--- src/pwm_sync_pkg.sv ---
// Purpose: Shared constants and carriers for the sync-update and compare block
// Assumes: AHB-Lite word access, 12-bit register window
// Notes:   Compare counter fields are 4 bits wide, channel-0 counter, channel period and duty 16 bits, dead times 12 bits
package pwm_sync_pkg;

  localparam int NUM_CH  = 8;
  localparam int NUM_CMP = 8;
  localparam int NUM_EV  = 2;

  // Update methods
  localparam logic [1:0] UPD_MANUAL = 2'h0;
  localparam logic [1:0] UPD_AUTO   = 2'h1;
  localparam logic [1:0] UPD_DMA    = 2'h2;

  // Register byte offsets
  localparam logic [11:0] OFS_ENA     = 12'h004;
  localparam logic [11:0] OFS_DIS     = 12'h008;
  localparam logic [11:0] OFS_SR      = 12'h00C;
  localparam logic [11:0] OFS_SCM     = 12'h020;
  localparam logic [11:0] OFS_SCUC    = 12'h028;
  localparam logic [11:0] OFS_SCUP    = 12'h02C;
  localparam logic [11:0] OFS_SCUPUPD = 12'h030;
  localparam logic [11:0] OFS_IER2    = 12'h034;
  localparam logic [11:0] OFS_IDR2    = 12'h038;
  localparam logic [11:0] OFS_IMR2    = 12'h03C;
  localparam logic [11:0] OFS_ISR2    = 12'h040;
  localparam logic [11:0] OFS_ELMR0   = 12'h07C;
  localparam logic [11:0] OFS_ELMR1   = 12'h080;
  // Compare unit x at CMP_BASE + x*16, channel x at CH_BASE + x*32
  localparam logic [4:0]  CMP_REGION  = 5'h02;
  localparam logic [3:0]  CMP_SUB_V   = 4'h0;
  localparam logic [3:0]  CMP_SUB_VU  = 4'h4;
  localparam logic [3:0]  CMP_SUB_M   = 4'h8;
  localparam logic [3:0]  CMP_SUB_MU  = 4'hC;
  localparam logic [3:0]  CH_REGION   = 4'h2;
  localparam logic [4:0]  CH_SUB_DTY  = 5'h00;
  localparam logic [4:0]  CH_SUB_DTYU = 5'h04;
  localparam logic [4:0]  CH_SUB_PRD  = 5'h08;
  localparam logic [4:0]  CH_SUB_PRDU = 5'h0C;
  localparam logic [4:0]  CH_SUB_DT   = 5'h10;
  localparam logic [4:0]  CH_SUB_DTU  = 5'h14;

  // Field positions
  localparam int SCM_SYNC_UPDATE_METHOD  = 16;
  localparam int SCM_TRANSFER_REQUEST_MODE  = 20;
  localparam int SCM_TRANSFER_REQUEST_COMPARE_SELECT = 21;
  localparam int SCUP_CNT  = 4;
  localparam int CMPV_CVM  = 24;
  localparam int COMPARE_MATCH_FLAG_CTR  = 4;
  localparam int COMPARE_MATCH_FLAG_CPR  = 8;
  localparam int COMPARE_MATCH_FLAG_PCNT = 12;
  localparam int COMPARE_MATCH_FLAG_COMPARE_UPDATE_PERIOD = 16;
  localparam int COMPARE_MATCH_FLAG_UCNT = 20;
  localparam int DT_HIGH   = 16;
  localparam int ISR_WRITE_READY_FLAG  = 0;
  localparam int ISR_TRANSFER_END_FLAG = 1;
  localparam int ISR_UNDERRUN_FLAG  = 3;
  localparam int ISR_COMPARE_MATCH_FLAG  = 8;
  localparam int ISR_COMPARE_UPDATE_FLAG  = 16;

  typedef struct packed {
    logic [15:0] period;
    logic [15:0] duty;
    logic [11:0] dead_high;
    logic [11:0] dead_low;
  } chan_cfg_t;

  typedef struct packed {
    logic [15:0] counter;
    logic        count_down;
    logic        center_align;
    logic        fault;
  } ch0_status_t;

  typedef struct packed {
    logic [15:0] value;
    logic        down;
    logic        enable;
    logic [3:0]  trig;
    logic [3:0]  pmax;
    logic [3:0]  uper;
  } cmp_cfg_t;

endpackage : pwm_sync_pkg

--- src/pwm_compare_sync_update.sv ---
// Purpose: Buffered sync-channel updates, DMA duty mode, compare units, event lines
// Assumes: Zero-wait AHB-Lite slave; channel counters and period ends come from outside
// Notes:   Waveform, dividers, dead-time insertion and fault filtering live elsewhere
`timescale 1ns/1ps

module pwm_compare_sync_update
  import pwm_sync_pkg::*;
(
  input  wire logic                    sys_clk,
  input  wire logic                    rst,
  input  wire logic                    hsel,
  input  wire logic [31:0]             haddr,
  input  wire logic [1:0]              htrans,
  input  wire logic                    hwrite,
  input  wire logic [2:0]              hsize,
  input  wire logic [31:0]             hwdata,
  input  wire logic                    hready,
  output logic      [31:0]             hrdata,
  output logic                         hreadyout,
  output logic                         hresp,
  input  wire ch0_status_t             ch0_status,
  input  wire logic [NUM_CH-1:0]       chan_period_end,
  input  wire logic                    dma_wr,
  input  wire logic [15:0]             dma_wdata,
  input  wire logic                    dma_tx_end,
  output logic                         dma_req,
  output logic      [NUM_EV-1:0]       event_line,
  output logic                         irq,
  output logic      [NUM_CH-1:0]       chan_enable,
  output chan_cfg_t [NUM_CH-1:0]       chan_cfg
);
  function automatic logic [3:0] wrap_inc(input logic [3:0] cnt, input logic [3:0] max);
    wrap_inc = (cnt == max) ? 4'h0 : cnt + 4'h1;
  endfunction : wrap_inc
  function automatic logic [2:0] lowest_set(input logic [NUM_CH-1:0] m);
    lowest_set = 3'h0;
    for (int i = NUM_CH - 1; i >= 0; i--) begin
      if (m[i]) lowest_set = 3'(i);
    end
  endfunction : lowest_set
  // Register state
  logic [NUM_CH-1:0]  sync_channel_select;
  logic [1:0]         sync_update_method;
  logic               transfer_request_mode;
  logic [2:0]         transfer_request_compare_select;
  logic               update_unlock;
  logic [3:0]         update_period_reload;
  logic [3:0]         update_period_counter;
  logic [3:0]         upr_staged;
  logic               upr_pend;
  logic [31:0]        isr2;
  logic [31:0]        imr2;
  logic [NUM_CMP-1:0] event_compare_select [NUM_EV];
  chan_cfg_t          staged [NUM_CH];
  logic [NUM_CH-1:0]  prd_pend;
  logic [NUM_CH-1:0]  dty_pend;
  logic [NUM_CH-1:0]  dt_pend;
  logic [NUM_CH-1:0]  dma_todo;
  cmp_cfg_t           cmp_cfg [NUM_CMP];
  cmp_cfg_t           cmp_staged [NUM_CMP];
  logic [NUM_CMP-1:0] cmp_pend;
  logic [3:0]         compare_period_counter [NUM_CMP];
  logic [3:0]         compare_update_counter [NUM_CMP];
  logic [NUM_CMP-1:0] hit_q;
  logic               wr_pend;
  logic [11:0]        wr_addr;
  // Bus decode
  wire        addr_ok   = hsel & htrans[1] & hready;
  wire        rd_acc    = addr_ok & ~hwrite;
  wire [11:0] ra        = haddr[11:0];
  wire [11:0] wa        = wr_addr;
  wire        we        = wr_pend;
  wire        we_cmp    = we & (wa[11:7] == CMP_REGION);
  wire [2:0]  wcmp      = wa[6:4];
  wire        we_ch     = we & (wa[11:8] == CH_REGION);
  wire [2:0]  wch       = wa[7:5];
  wire        rd_isr2   = rd_acc & (ra == OFS_ISR2);
  // Timing events
  wire        sync_end  = chan_period_end[0] & chan_enable[0];
  wire        upr_wrap  = sync_end & (update_period_counter == update_period_reload);
  wire        auto_mode = sync_update_method != UPD_MANUAL;
  wire        dma_mode  = sync_update_method == UPD_DMA;
  wire [2:0]  dma_ch    = lowest_set(dma_todo);
  wire        dma_take  = dma_wr & dma_mode & (|dma_todo);
  // Comparison units
  logic [NUM_CMP-1:0] cmp_hit;
  logic [NUM_CMP-1:0] cmp_upd;
  always_comb begin
    for (int x = 0; x < NUM_CMP; x++) begin
      cmp_hit[x] = cmp_cfg[x].enable & ~ch0_status.fault
                 & (ch0_status.counter == cmp_cfg[x].value)
                 & (~ch0_status.center_align | (cmp_cfg[x].down == ch0_status.count_down))
                 & (compare_period_counter[x] == cmp_cfg[x].trig);
      cmp_upd[x] = sync_end & (compare_update_counter[x] == cmp_cfg[x].uper);
    end
  end
  // Edge of the hit keeps a slow counter from re-firing every clock
  wire [NUM_CMP-1:0] match_pulse = cmp_hit & ~hit_q;
  wire transfer_request_mode_sel = dma_mode & transfer_request_mode;
  wire write_ready_flag_set = auto_mode & (transfer_request_mode_sel ? match_pulse[transfer_request_compare_select]
                                        : upr_wrap);
  wire underrun_flag_set = upr_wrap & dma_mode & (|dma_todo);
  logic [31:0] isr2_set;
  always_comb begin
    isr2_set = 32'h0;
    isr2_set[ISR_WRITE_READY_FLAG]  = write_ready_flag_set;
    isr2_set[ISR_TRANSFER_END_FLAG] = dma_tx_end;
    isr2_set[ISR_UNDERRUN_FLAG]  = underrun_flag_set;
    isr2_set[ISR_COMPARE_MATCH_FLAG +: NUM_CMP] = match_pulse;
    isr2_set[ISR_COMPARE_UPDATE_FLAG +: NUM_CMP] = cmp_upd;
  end
  // Set wins over a read-clear in the same cycle
  wire [31:0] next_isr2 = (isr2 & ~{32{rd_isr2}}) | isr2_set;
  // Per-channel apply strobes
  logic [NUM_CH-1:0] apply_pd;
  logic [NUM_CH-1:0] apply_dty;
  always_comb begin
    for (int c = 0; c < NUM_CH; c++) begin
      if (sync_channel_select[c]) begin
        apply_pd[c]  = sync_end & update_unlock;
        apply_dty[c] = sync_end & (auto_mode ? (update_period_counter == update_period_reload)
                                             : update_unlock);
      end else begin
        apply_pd[c]  = chan_period_end[c];
        apply_dty[c] = chan_period_end[c];
      end
    end
  end
  // Read mux, evaluated in the address phase
  logic [31:0] rd_word;
  always_comb begin
    rd_word = 32'h0;
    if (ra[1:0] == 2'h0) begin
      case (ra)
        OFS_SR:   rd_word[NUM_CH-1:0] = chan_enable;
        OFS_SCM: begin
          rd_word[NUM_CH-1:0]          = sync_channel_select;
          rd_word[SCM_SYNC_UPDATE_METHOD +: 2]       = sync_update_method;
          rd_word[SCM_TRANSFER_REQUEST_MODE]            = transfer_request_mode;
          rd_word[SCM_TRANSFER_REQUEST_COMPARE_SELECT +: 3]      = transfer_request_compare_select;
        end
        OFS_SCUC: rd_word[0] = update_unlock;
        OFS_SCUP: begin
          rd_word[3:0]                 = update_period_reload;
          rd_word[SCUP_CNT +: 4]       = update_period_counter;
        end
        OFS_IMR2:  rd_word = imr2;
        OFS_ISR2:  rd_word = isr2;
        OFS_ELMR0: rd_word[NUM_CMP-1:0] = event_compare_select[0];
        OFS_ELMR1: rd_word[NUM_CMP-1:0] = event_compare_select[1];
        default: begin
          if (ra[11:7] == CMP_REGION) begin
            case (ra[3:0])
              CMP_SUB_V: begin
                rd_word[15:0]          = cmp_cfg[ra[6:4]].value;
                rd_word[CMPV_CVM]      = cmp_cfg[ra[6:4]].down;
              end
              CMP_SUB_M: begin
                rd_word[0]             = cmp_cfg[ra[6:4]].enable;
                rd_word[COMPARE_MATCH_FLAG_CTR +: 4] = cmp_cfg[ra[6:4]].trig;
                rd_word[COMPARE_MATCH_FLAG_CPR +: 4] = cmp_cfg[ra[6:4]].pmax;
                rd_word[COMPARE_MATCH_FLAG_PCNT +: 4] = compare_period_counter[ra[6:4]];
                rd_word[COMPARE_MATCH_FLAG_COMPARE_UPDATE_PERIOD +: 4] = cmp_cfg[ra[6:4]].uper;
                rd_word[COMPARE_MATCH_FLAG_UCNT +: 4] = compare_update_counter[ra[6:4]];
              end
              default: rd_word = 32'h0;
            endcase
          end else if (ra[11:8] == CH_REGION) begin
            case (ra[4:0])
              CH_SUB_DTY: rd_word[15:0] = chan_cfg[ra[7:5]].duty;
              CH_SUB_PRD: rd_word[15:0] = chan_cfg[ra[7:5]].period;
              CH_SUB_DT: begin
                rd_word[11:0]          = chan_cfg[ra[7:5]].dead_low;
                rd_word[DT_HIGH +: 12] = chan_cfg[ra[7:5]].dead_high;
              end
              default: rd_word = 32'h0;
            endcase
          end
        end
      endcase
    end
  end
  // Bus slave: zero wait states, always OKAY
  always_ff @(posedge sys_clk) begin
    if (rst) begin
      wr_pend   <= 1'b0;
      wr_addr   <= 12'h000;
      hrdata    <= 32'h0;
      hreadyout <= 1'b1;
      hresp     <= 1'b0;
    end else begin
      wr_pend   <= addr_ok & hwrite;
      wr_addr   <= ra;
      hrdata    <= rd_acc ? rd_word : 32'h0;
    end
  end

  // Mode, unlock, update period, flags, events
  always_ff @(posedge sys_clk) begin
    if (rst) begin
      chan_enable                     <= '0;
      sync_channel_select             <= '0;
      sync_update_method              <= UPD_MANUAL;
      transfer_request_mode           <= 1'b0;
      transfer_request_compare_select <= 3'h0;
      update_unlock                   <= 1'b0;
      update_period_reload            <= 4'h0;
      update_period_counter           <= 4'h0;
      upr_staged                      <= 4'h0;
      upr_pend                        <= 1'b0;
      isr2                            <= 32'h0;
      imr2                            <= 32'h0;
      irq                             <= 1'b0;
      event_line                      <= '0;
      hit_q                           <= '0;
      dma_todo                        <= '0;
      dma_req                         <= 1'b0;
      event_compare_select[0]         <= '0;
      event_compare_select[1]         <= '0;
    end else begin
      if (we & (wa == OFS_ENA)) chan_enable <= chan_enable | hwdata[NUM_CH-1:0];
      if (we & (wa == OFS_DIS)) chan_enable <= chan_enable & ~hwdata[NUM_CH-1:0];
      if (we & (wa == OFS_SCM)) begin
        sync_channel_select             <= hwdata[NUM_CH-1:0];
        sync_update_method              <= hwdata[SCM_SYNC_UPDATE_METHOD +: 2];
        transfer_request_mode           <= hwdata[SCM_TRANSFER_REQUEST_MODE];
        transfer_request_compare_select <= hwdata[SCM_TRANSFER_REQUEST_COMPARE_SELECT +: 3];
      end
      if (sync_end) update_unlock <= 1'b0;
      if (we & (wa == OFS_SCUC) & hwdata[0]) update_unlock <= 1'b1;
      if (upr_wrap) begin
        update_period_counter <= 4'h0;
        if (upr_pend) update_period_reload <= upr_staged;
        upr_pend <= 1'b0;
      end else if (sync_end) begin
        update_period_counter <= wrap_inc(update_period_counter, update_period_reload);
      end
      if (we & (wa == OFS_SCUP)) update_period_reload <= hwdata[3:0];
      if (we & (wa == OFS_SCUPUPD)) begin
        upr_staged <= hwdata[3:0];
        upr_pend   <= 1'b1;
      end
      if (we & (wa == OFS_IER2)) imr2 <= imr2 | hwdata;
      if (we & (wa == OFS_IDR2)) imr2 <= imr2 & ~hwdata;
      if (we & (wa == OFS_ELMR0)) event_compare_select[0] <= hwdata[NUM_CMP-1:0];
      if (we & (wa == OFS_ELMR1)) event_compare_select[1] <= hwdata[NUM_CMP-1:0];
      isr2 <= next_isr2;
      irq  <= |(next_isr2 & imr2);
      hit_q <= cmp_hit;
      for (int e = 0; e < NUM_EV; e++) begin
        event_line[e] <= |(match_pulse & event_compare_select[e]);
      end
      // Request loads the sync set; each DMA word retires the lowest channel
      if (write_ready_flag_set & dma_mode) begin
        dma_todo <= sync_channel_select;
        dma_req  <= |sync_channel_select;
      end else if (dma_take) begin
        dma_todo[dma_ch] <= 1'b0;
        dma_req  <= |(dma_todo & ~(NUM_CH'(1) << dma_ch));
      end else if (!dma_mode) begin
        dma_todo <= '0;
        dma_req  <= 1'b0;
      end
    end
  end

  // Channel values: direct while disabled, staged while running
  always_ff @(posedge sys_clk) begin
    if (rst) begin
      chan_cfg <= '0;
      prd_pend <= '0;
      dty_pend <= '0;
      dt_pend  <= '0;
      for (int c = 0; c < NUM_CH; c++) staged[c] <= '0;
    end else begin
      for (int c = 0; c < NUM_CH; c++) begin
        if (apply_pd[c] & prd_pend[c]) chan_cfg[c].period <= staged[c].period;
        if (apply_pd[c] & dt_pend[c]) begin
          chan_cfg[c].dead_high <= staged[c].dead_high;
          chan_cfg[c].dead_low  <= staged[c].dead_low;
        end
        if (apply_dty[c] & dty_pend[c]) chan_cfg[c].duty <= staged[c].duty;
        if (apply_pd[c])  prd_pend[c] <= 1'b0;
        if (apply_pd[c])  dt_pend[c]  <= 1'b0;
        if (apply_dty[c]) dty_pend[c] <= 1'b0;
      end
      if (we_ch & ~chan_enable[wch]) begin
        case (wa[4:0])
          CH_SUB_DTY: chan_cfg[wch].duty <= hwdata[15:0];
          CH_SUB_PRD: chan_cfg[wch].period <= hwdata[15:0];
          CH_SUB_DT: begin
            chan_cfg[wch].dead_low  <= hwdata[11:0];
            chan_cfg[wch].dead_high <= hwdata[DT_HIGH +: 12];
          end
          default: ;
        endcase
      end
      if (we_ch) begin
        case (wa[4:0])
          CH_SUB_DTYU: begin
            staged[wch].duty <= hwdata[15:0];
            dty_pend[wch]    <= 1'b1;
          end
          CH_SUB_PRDU: begin
            staged[wch].period <= hwdata[15:0];
            prd_pend[wch]      <= 1'b1;
          end
          CH_SUB_DTU: begin
            staged[wch].dead_low  <= hwdata[11:0];
            staged[wch].dead_high <= hwdata[DT_HIGH +: 12];
            dt_pend[wch]          <= 1'b1;
          end
          default: ;
        endcase
      end
      if (dma_take) begin
        staged[dma_ch].duty <= dma_wdata;
        dty_pend[dma_ch]    <= 1'b1;
      end
    end
  end

  // Comparison configuration and counters
  always_ff @(posedge sys_clk) begin
    if (rst) begin
      cmp_pend <= '0;
      for (int x = 0; x < NUM_CMP; x++) begin
        cmp_cfg[x]                <= '0;
        cmp_staged[x]             <= '0;
        compare_period_counter[x] <= 4'h0;
        compare_update_counter[x] <= 4'h0;
      end
    end else begin
      for (int x = 0; x < NUM_CMP; x++) begin
        if (sync_end) begin
          compare_period_counter[x] <= wrap_inc(compare_period_counter[x], cmp_cfg[x].pmax);
          compare_update_counter[x] <= wrap_inc(compare_update_counter[x], cmp_cfg[x].uper);
        end
        if (cmp_upd[x] & cmp_pend[x]) cmp_cfg[x] <= cmp_staged[x];
        if (cmp_upd[x]) cmp_pend[x] <= 1'b0;
      end
      if (we_cmp) begin
        case (wa[3:0])
          CMP_SUB_V: begin
            cmp_cfg[wcmp].value <= hwdata[15:0];
            cmp_cfg[wcmp].down  <= hwdata[CMPV_CVM];
          end
          CMP_SUB_M: begin
            cmp_cfg[wcmp].enable <= hwdata[0];
            cmp_cfg[wcmp].trig   <= hwdata[COMPARE_MATCH_FLAG_CTR +: 4];
            cmp_cfg[wcmp].pmax   <= hwdata[COMPARE_MATCH_FLAG_CPR +: 4];
            cmp_cfg[wcmp].uper   <= hwdata[COMPARE_MATCH_FLAG_COMPARE_UPDATE_PERIOD +: 4];
          end
          // Value staging alone arms nothing
          CMP_SUB_VU: begin
            cmp_staged[wcmp].value <= hwdata[15:0];
            cmp_staged[wcmp].down  <= hwdata[CMPV_CVM];
          end
          CMP_SUB_MU: begin
            cmp_staged[wcmp].enable <= hwdata[0];
            cmp_staged[wcmp].trig   <= hwdata[COMPARE_MATCH_FLAG_CTR +: 4];
            cmp_staged[wcmp].pmax   <= hwdata[COMPARE_MATCH_FLAG_CPR +: 4];
            cmp_staged[wcmp].uper   <= hwdata[COMPARE_MATCH_FLAG_COMPARE_UPDATE_PERIOD +: 4];
            cmp_pend[wcmp]          <= 1'b1;
          end
          default: ;
        endcase
      end
    end
  end

endmodule : pwm_compare_sync_update

--- config.mk ---
export PLATFORM = sky130hd
export DESIGN_NAME = pwm_compare_sync_update
export DESIGN_NICKNAME = d
export VERILOG_FILES = /design/src/pwm_sync_pkg.sv /design/src/pwm_compare_sync_update.sv
export SDC_FILE = /design/constraint.sdc
export NUM_CORES = 2
export LEC_CHECK = 0
export ABC_AREA = 0
export BUFFER_PORTS_ARGS = -buffer_cell sky130_fd_sc_hd__buf_4
export CAP_MARGIN = 20
export CORE_ASPECT_RATIO = 0.75
export CORE_UTILIZATION = 40
export DETAILED_ROUTE_END_ITERATION = 6
export SYNTH_ARGS = -nofsm -noshare
export SYNTH_HDL_FRONTEND = slang
export SYNTH_SLANG_ARGS = --single-unit
--- constraint.sdc ---
create_clock -name sys_clk -period 8 [get_ports sys_clk]
set_input_delay 0.8 -clock sys_clk [delete_from_list [all_inputs] [get_ports sys_clk]]
set_output_delay 0.8 -clock sys_clk [all_outputs]
set_load 0.01 [all_outputs]
==> flow_summary.json <==
{
  "final_layout_size_suffix_gt1_share_pct": 17.9,
  "synthesis.instances": 6810,
  "ys_seq_area_share_pct": 55.8,
  "gp_congestion": 0.995,
  "critical_path_class": "reg -> reg",
  "crit_path_max_fanout": 134,
  "synth-main-ff-cell": "edfxtp_1",
  "cts_tree": "yes",
  "crit_path_end_kind": "flip-flop",
  "root_buffer": "clkbuf_16",
  "grt_util_all_layers_pct": 34.2,
  "die_area_um2": 193000,
  "drv_slew": 0,
  "fillCellCount": 17100,
  "vdd_drop_max_mv": 0.213,
  "cts_made_buffers": 170,
  "clkPwrFrac_pct": 45.2,
  "antenna_left": 0,
  "synth-edff-count": 948,
  "ctsResizeCount": 0,
  "place_ws_ns": 3.45,
  "crit_slowest_cell": "nor2_1",
  "synth_top_area_cell": "edfxtp_1",
  "p_sw_uw": 4530,
  "grt_max_degree": 161,
  "swShare_pct": 24.2,
  "grt_pass1_wl_um": 458000,
  "syn_area_per_cell_um2": 11.2,
  "violations": "design-rule violations",
  "clock_sinks": 1653,
  "routed_wl_um": 340000,
  "clk_latency_ns": 0.84,
  "post-cts-setup-buffers": 0,
  "rows": 138,
  "intPower_uw": 14200,
  "yosys-top-cells-area": "edfxtp_1 37%, dfxtp_1 18%, mux2i_1 7.3%",
  "clock_path_buffers": 3,
  "slew_headroom_pct": 12.4,
  "fin_crit_ns": 3.93,
  "io_pins": 613,
  "setup_tns_ns": 0,
  "syn-cell-area_um2": 76400,
  "drc": 1,
  "fin_nets": 7232,
  "maxCapViolations": 0,
  "p_per_area_nw_per_um2": 210,
  "synth-seq-cells": 1653,
  "power_frac_comb_pct": 5.5,
  "rsz0062_at_grt": "false",
  "hp-class": "in -> reg",
  "wl_per_cell_um": 34.8,
  "coreArea_um2": 189000,
  "vias": 61500,
  "seq_power_share_pct": 49.3,
  "synth_common_cells": "948 x edfxtp_1, 851 x nor2_1, 705 x dfxtp_1, 582 x nand2_1, 557 x mux2i_1",
  "grt.overflow.total": 0,
  "ctsHoldBuffers": 0,
  "hpwl_um": 246000,
  "die_w_um": 507,
  "fmax_mhz": 254,
  "yosysMostFrequentCell": "edfxtp_1",
  "vias_per_cell": 6.29,
  "async_flop_share_pct": 0,
  "critPathTopFamily": "simple AND/OR/NAND/NOR gates",
  "antenna_found_initial": 21,
  "cp_num_buf_inv": 1,
  "status": "finished, violations left",
  "fin_crit_sh_pct": 49.1,
  "syn_nets": 6946,
  "worstPathArrival_ns": 4.38,
  "firstDrtPassIters": 7,
  "initialDrtViolationCount": 10300,
  "cts_max_level": 4,
  "crit_required_ns": 8.45,
  "syn_to_final_growth_pct": 16.9,
  "fin_skew_ns": 0.0705,
  "cp_cell_sequence": "nor4b_1, nand4b_1, buf_12, nor2_1, or2_2",
  "p_leak_uw": 0.0353,
  "synth.distinct_cells": 70,
  "max_stage_delay_ns": 1.00,
  "grt_pass1_vias": 54800,
  "setup_slack_ns": 4.07,
  "start_util_pct": 40.4,
  "die_height_um": 380,
  "setup_violations": 0,
  "hold_violations": 0,
  "whs_ns": 0.234,
  "netlist.area_leader.share_pct": 37.3,
  "worstMarginPinSlew_ns": 1.30,
  "portBuffers": 586,
  "start_kind": "flip-flop",
  "ys_warn_count": 0,
  "clk_pin_slew_ns": 0.06
}
==> cell type report <==
| class | instances | area [um2] | share of cell area, % |
|---|---|---|---|
| antenna | 12 | 30.0 | 0.0336 |
| clock buffer | 256 | 4950 | 5.55 |
| clock inverter | 65 | 915 | 1.02 |
| inverter | 49 | 184 | 0.206 |
| multi-input combinational | 4455 | 31300 | 35.0 |
| sequential | 1653 | 42600 | 47.7 |
| tap | 2520 | 3150 | 3.53 |
| timing repair buffer | 767 | 6170 | 6.92 |
==> path summary, 6_finish.rpt <==
kind	start	endpoint	slack [ns]	cells after the start
setup reg to reg	wa[2]	staged[0][4]	4.07	5
hold / removal	haddr[10]	wa[10]	0.23	2
hold reg to reg	dt_pend[6]	dt_pend[6]	0.46	1
setup / recovery	wa[2]	staged[0][4]	4.07	5
==> flip-flops by register name (all words and copies together) (netlist names), 2 cells and up, named ones only <==
name                             cells
compare_period_counter              32
hrdata                              32
compare_update_counter              32
cmp_staged                         240
event_compare_select                16
dt_pend                              8
upr_staged                           4
transfer_request_compare_select      3
staged                             448
isr2                                32
prd_pend                             8
wa                                  12
update_period_reload                 4
update_period_counter                4
cmp_pend                             8
sync_channel_select                  8
chan_cfg                           448
dty_pend                             8
event_line                           2
cmp_cfg                            240
sync_update_method                   2
hit_q                                8
dma_todo                             8
==> power groups by stage <==
stage / Sequential [uW] / Clock (uW) / Combinational (uW)
after global placement: 9400 / 0 / 984
after floorplan: 9350 / 0 / 535
after global routing: 9230 / 8770 / 1040
after CTS: 9220 / 8460 / 993
final: 9230 / 8450 / 1040
after detailed placement: 9400 / 0 / 990
==> through the flow <==
stage          std cells  instance area [um2]  power (uW)  util, %
3_5_place_dp        9417                83000       10400     43.8
3_3_place_gp        9406                82800       10400     43.7
2_1_floorplan       6810                76400        9890        -
4_1_cts             9738                88800       18700     46.9
6_report            9777                89300       18700     47.2
5_1_grt             9768                89200       19000     47.2
==> placed cells by master (no fill, tap or decap), types with 13 or more instances in the layout <==
cell | netlist | layout
clkbuf_16 | 0 | 175
clkbuf_8 | 0 | 28
a221oi_1 | 13 | 13
clkinv_2 | 0 | 19
or2_2 | 22 | 22
xnor2_1 | 65 | 65
and3_1 | 17 | 17
o21ai_1 | 0 | 14
mux4_2 | 193 | 193
dfxtp_1 | 705 | 705
nand2b_1 | 91 | 90
a22o_1 | 147 | 147
nand3_1 | 49 | 42
bufinv_16 | 0 | 15
clkinv_1 | 1 | 13
mux2i_1 | 557 | 557
nand4_1 | 28 | 28
and2_1 | 142 | 142
buf_4 | 5 | 728
edfxtp_1 | 948 | 948
clkbuf_1 | 535 | 54
a21oi_1 | 121 | 121
nor3_1 | 224 | 215
o22ai_1 | 39 | 39
nor4_1 | 45 | 40
o31ai_1 | 106 | 106
a21o_1 | 25 | 25
o21ai_0 | 218 | 202
a222oi_1 | 24 | 24
ha_1 | 17 | 17
a22oi_1 | 32 | 32
xor2_1 | 200 | 200
inv_1 | 48 | 47
nor2b_1 | 29 | 28
nor2_1 | 851 | 843
a211oi_1 | 481 | 481
nand2_1 | 582 | 576
==> logic make-up (layout without fill, tap and decap cells) <==
family	after synthesis	after routing	synth area share (%)
and+or+nand+nor	2130	2130	12.4
DFF	1653	1653	55.8
AOI/OAI and AO/OA	1287	1287	11.9
muxes	754	754	13.1
buffers and inverters	702	1137	3.55
xor gates and xnor gates	265	265	3.04
adders and majority gates	17	17	0.279
other	2	14	0.00983
==> metal layers <==
metal,global-route usage (%),part of all wire (%),up-vias
met5,0,0.010,-
met4,14.6,5.0,2
met1,48.7,41,30900
li1,-,-,25700
met3,11.8,14,614
met2,46.5,40,4401
(Power assumes the default switching activity.)
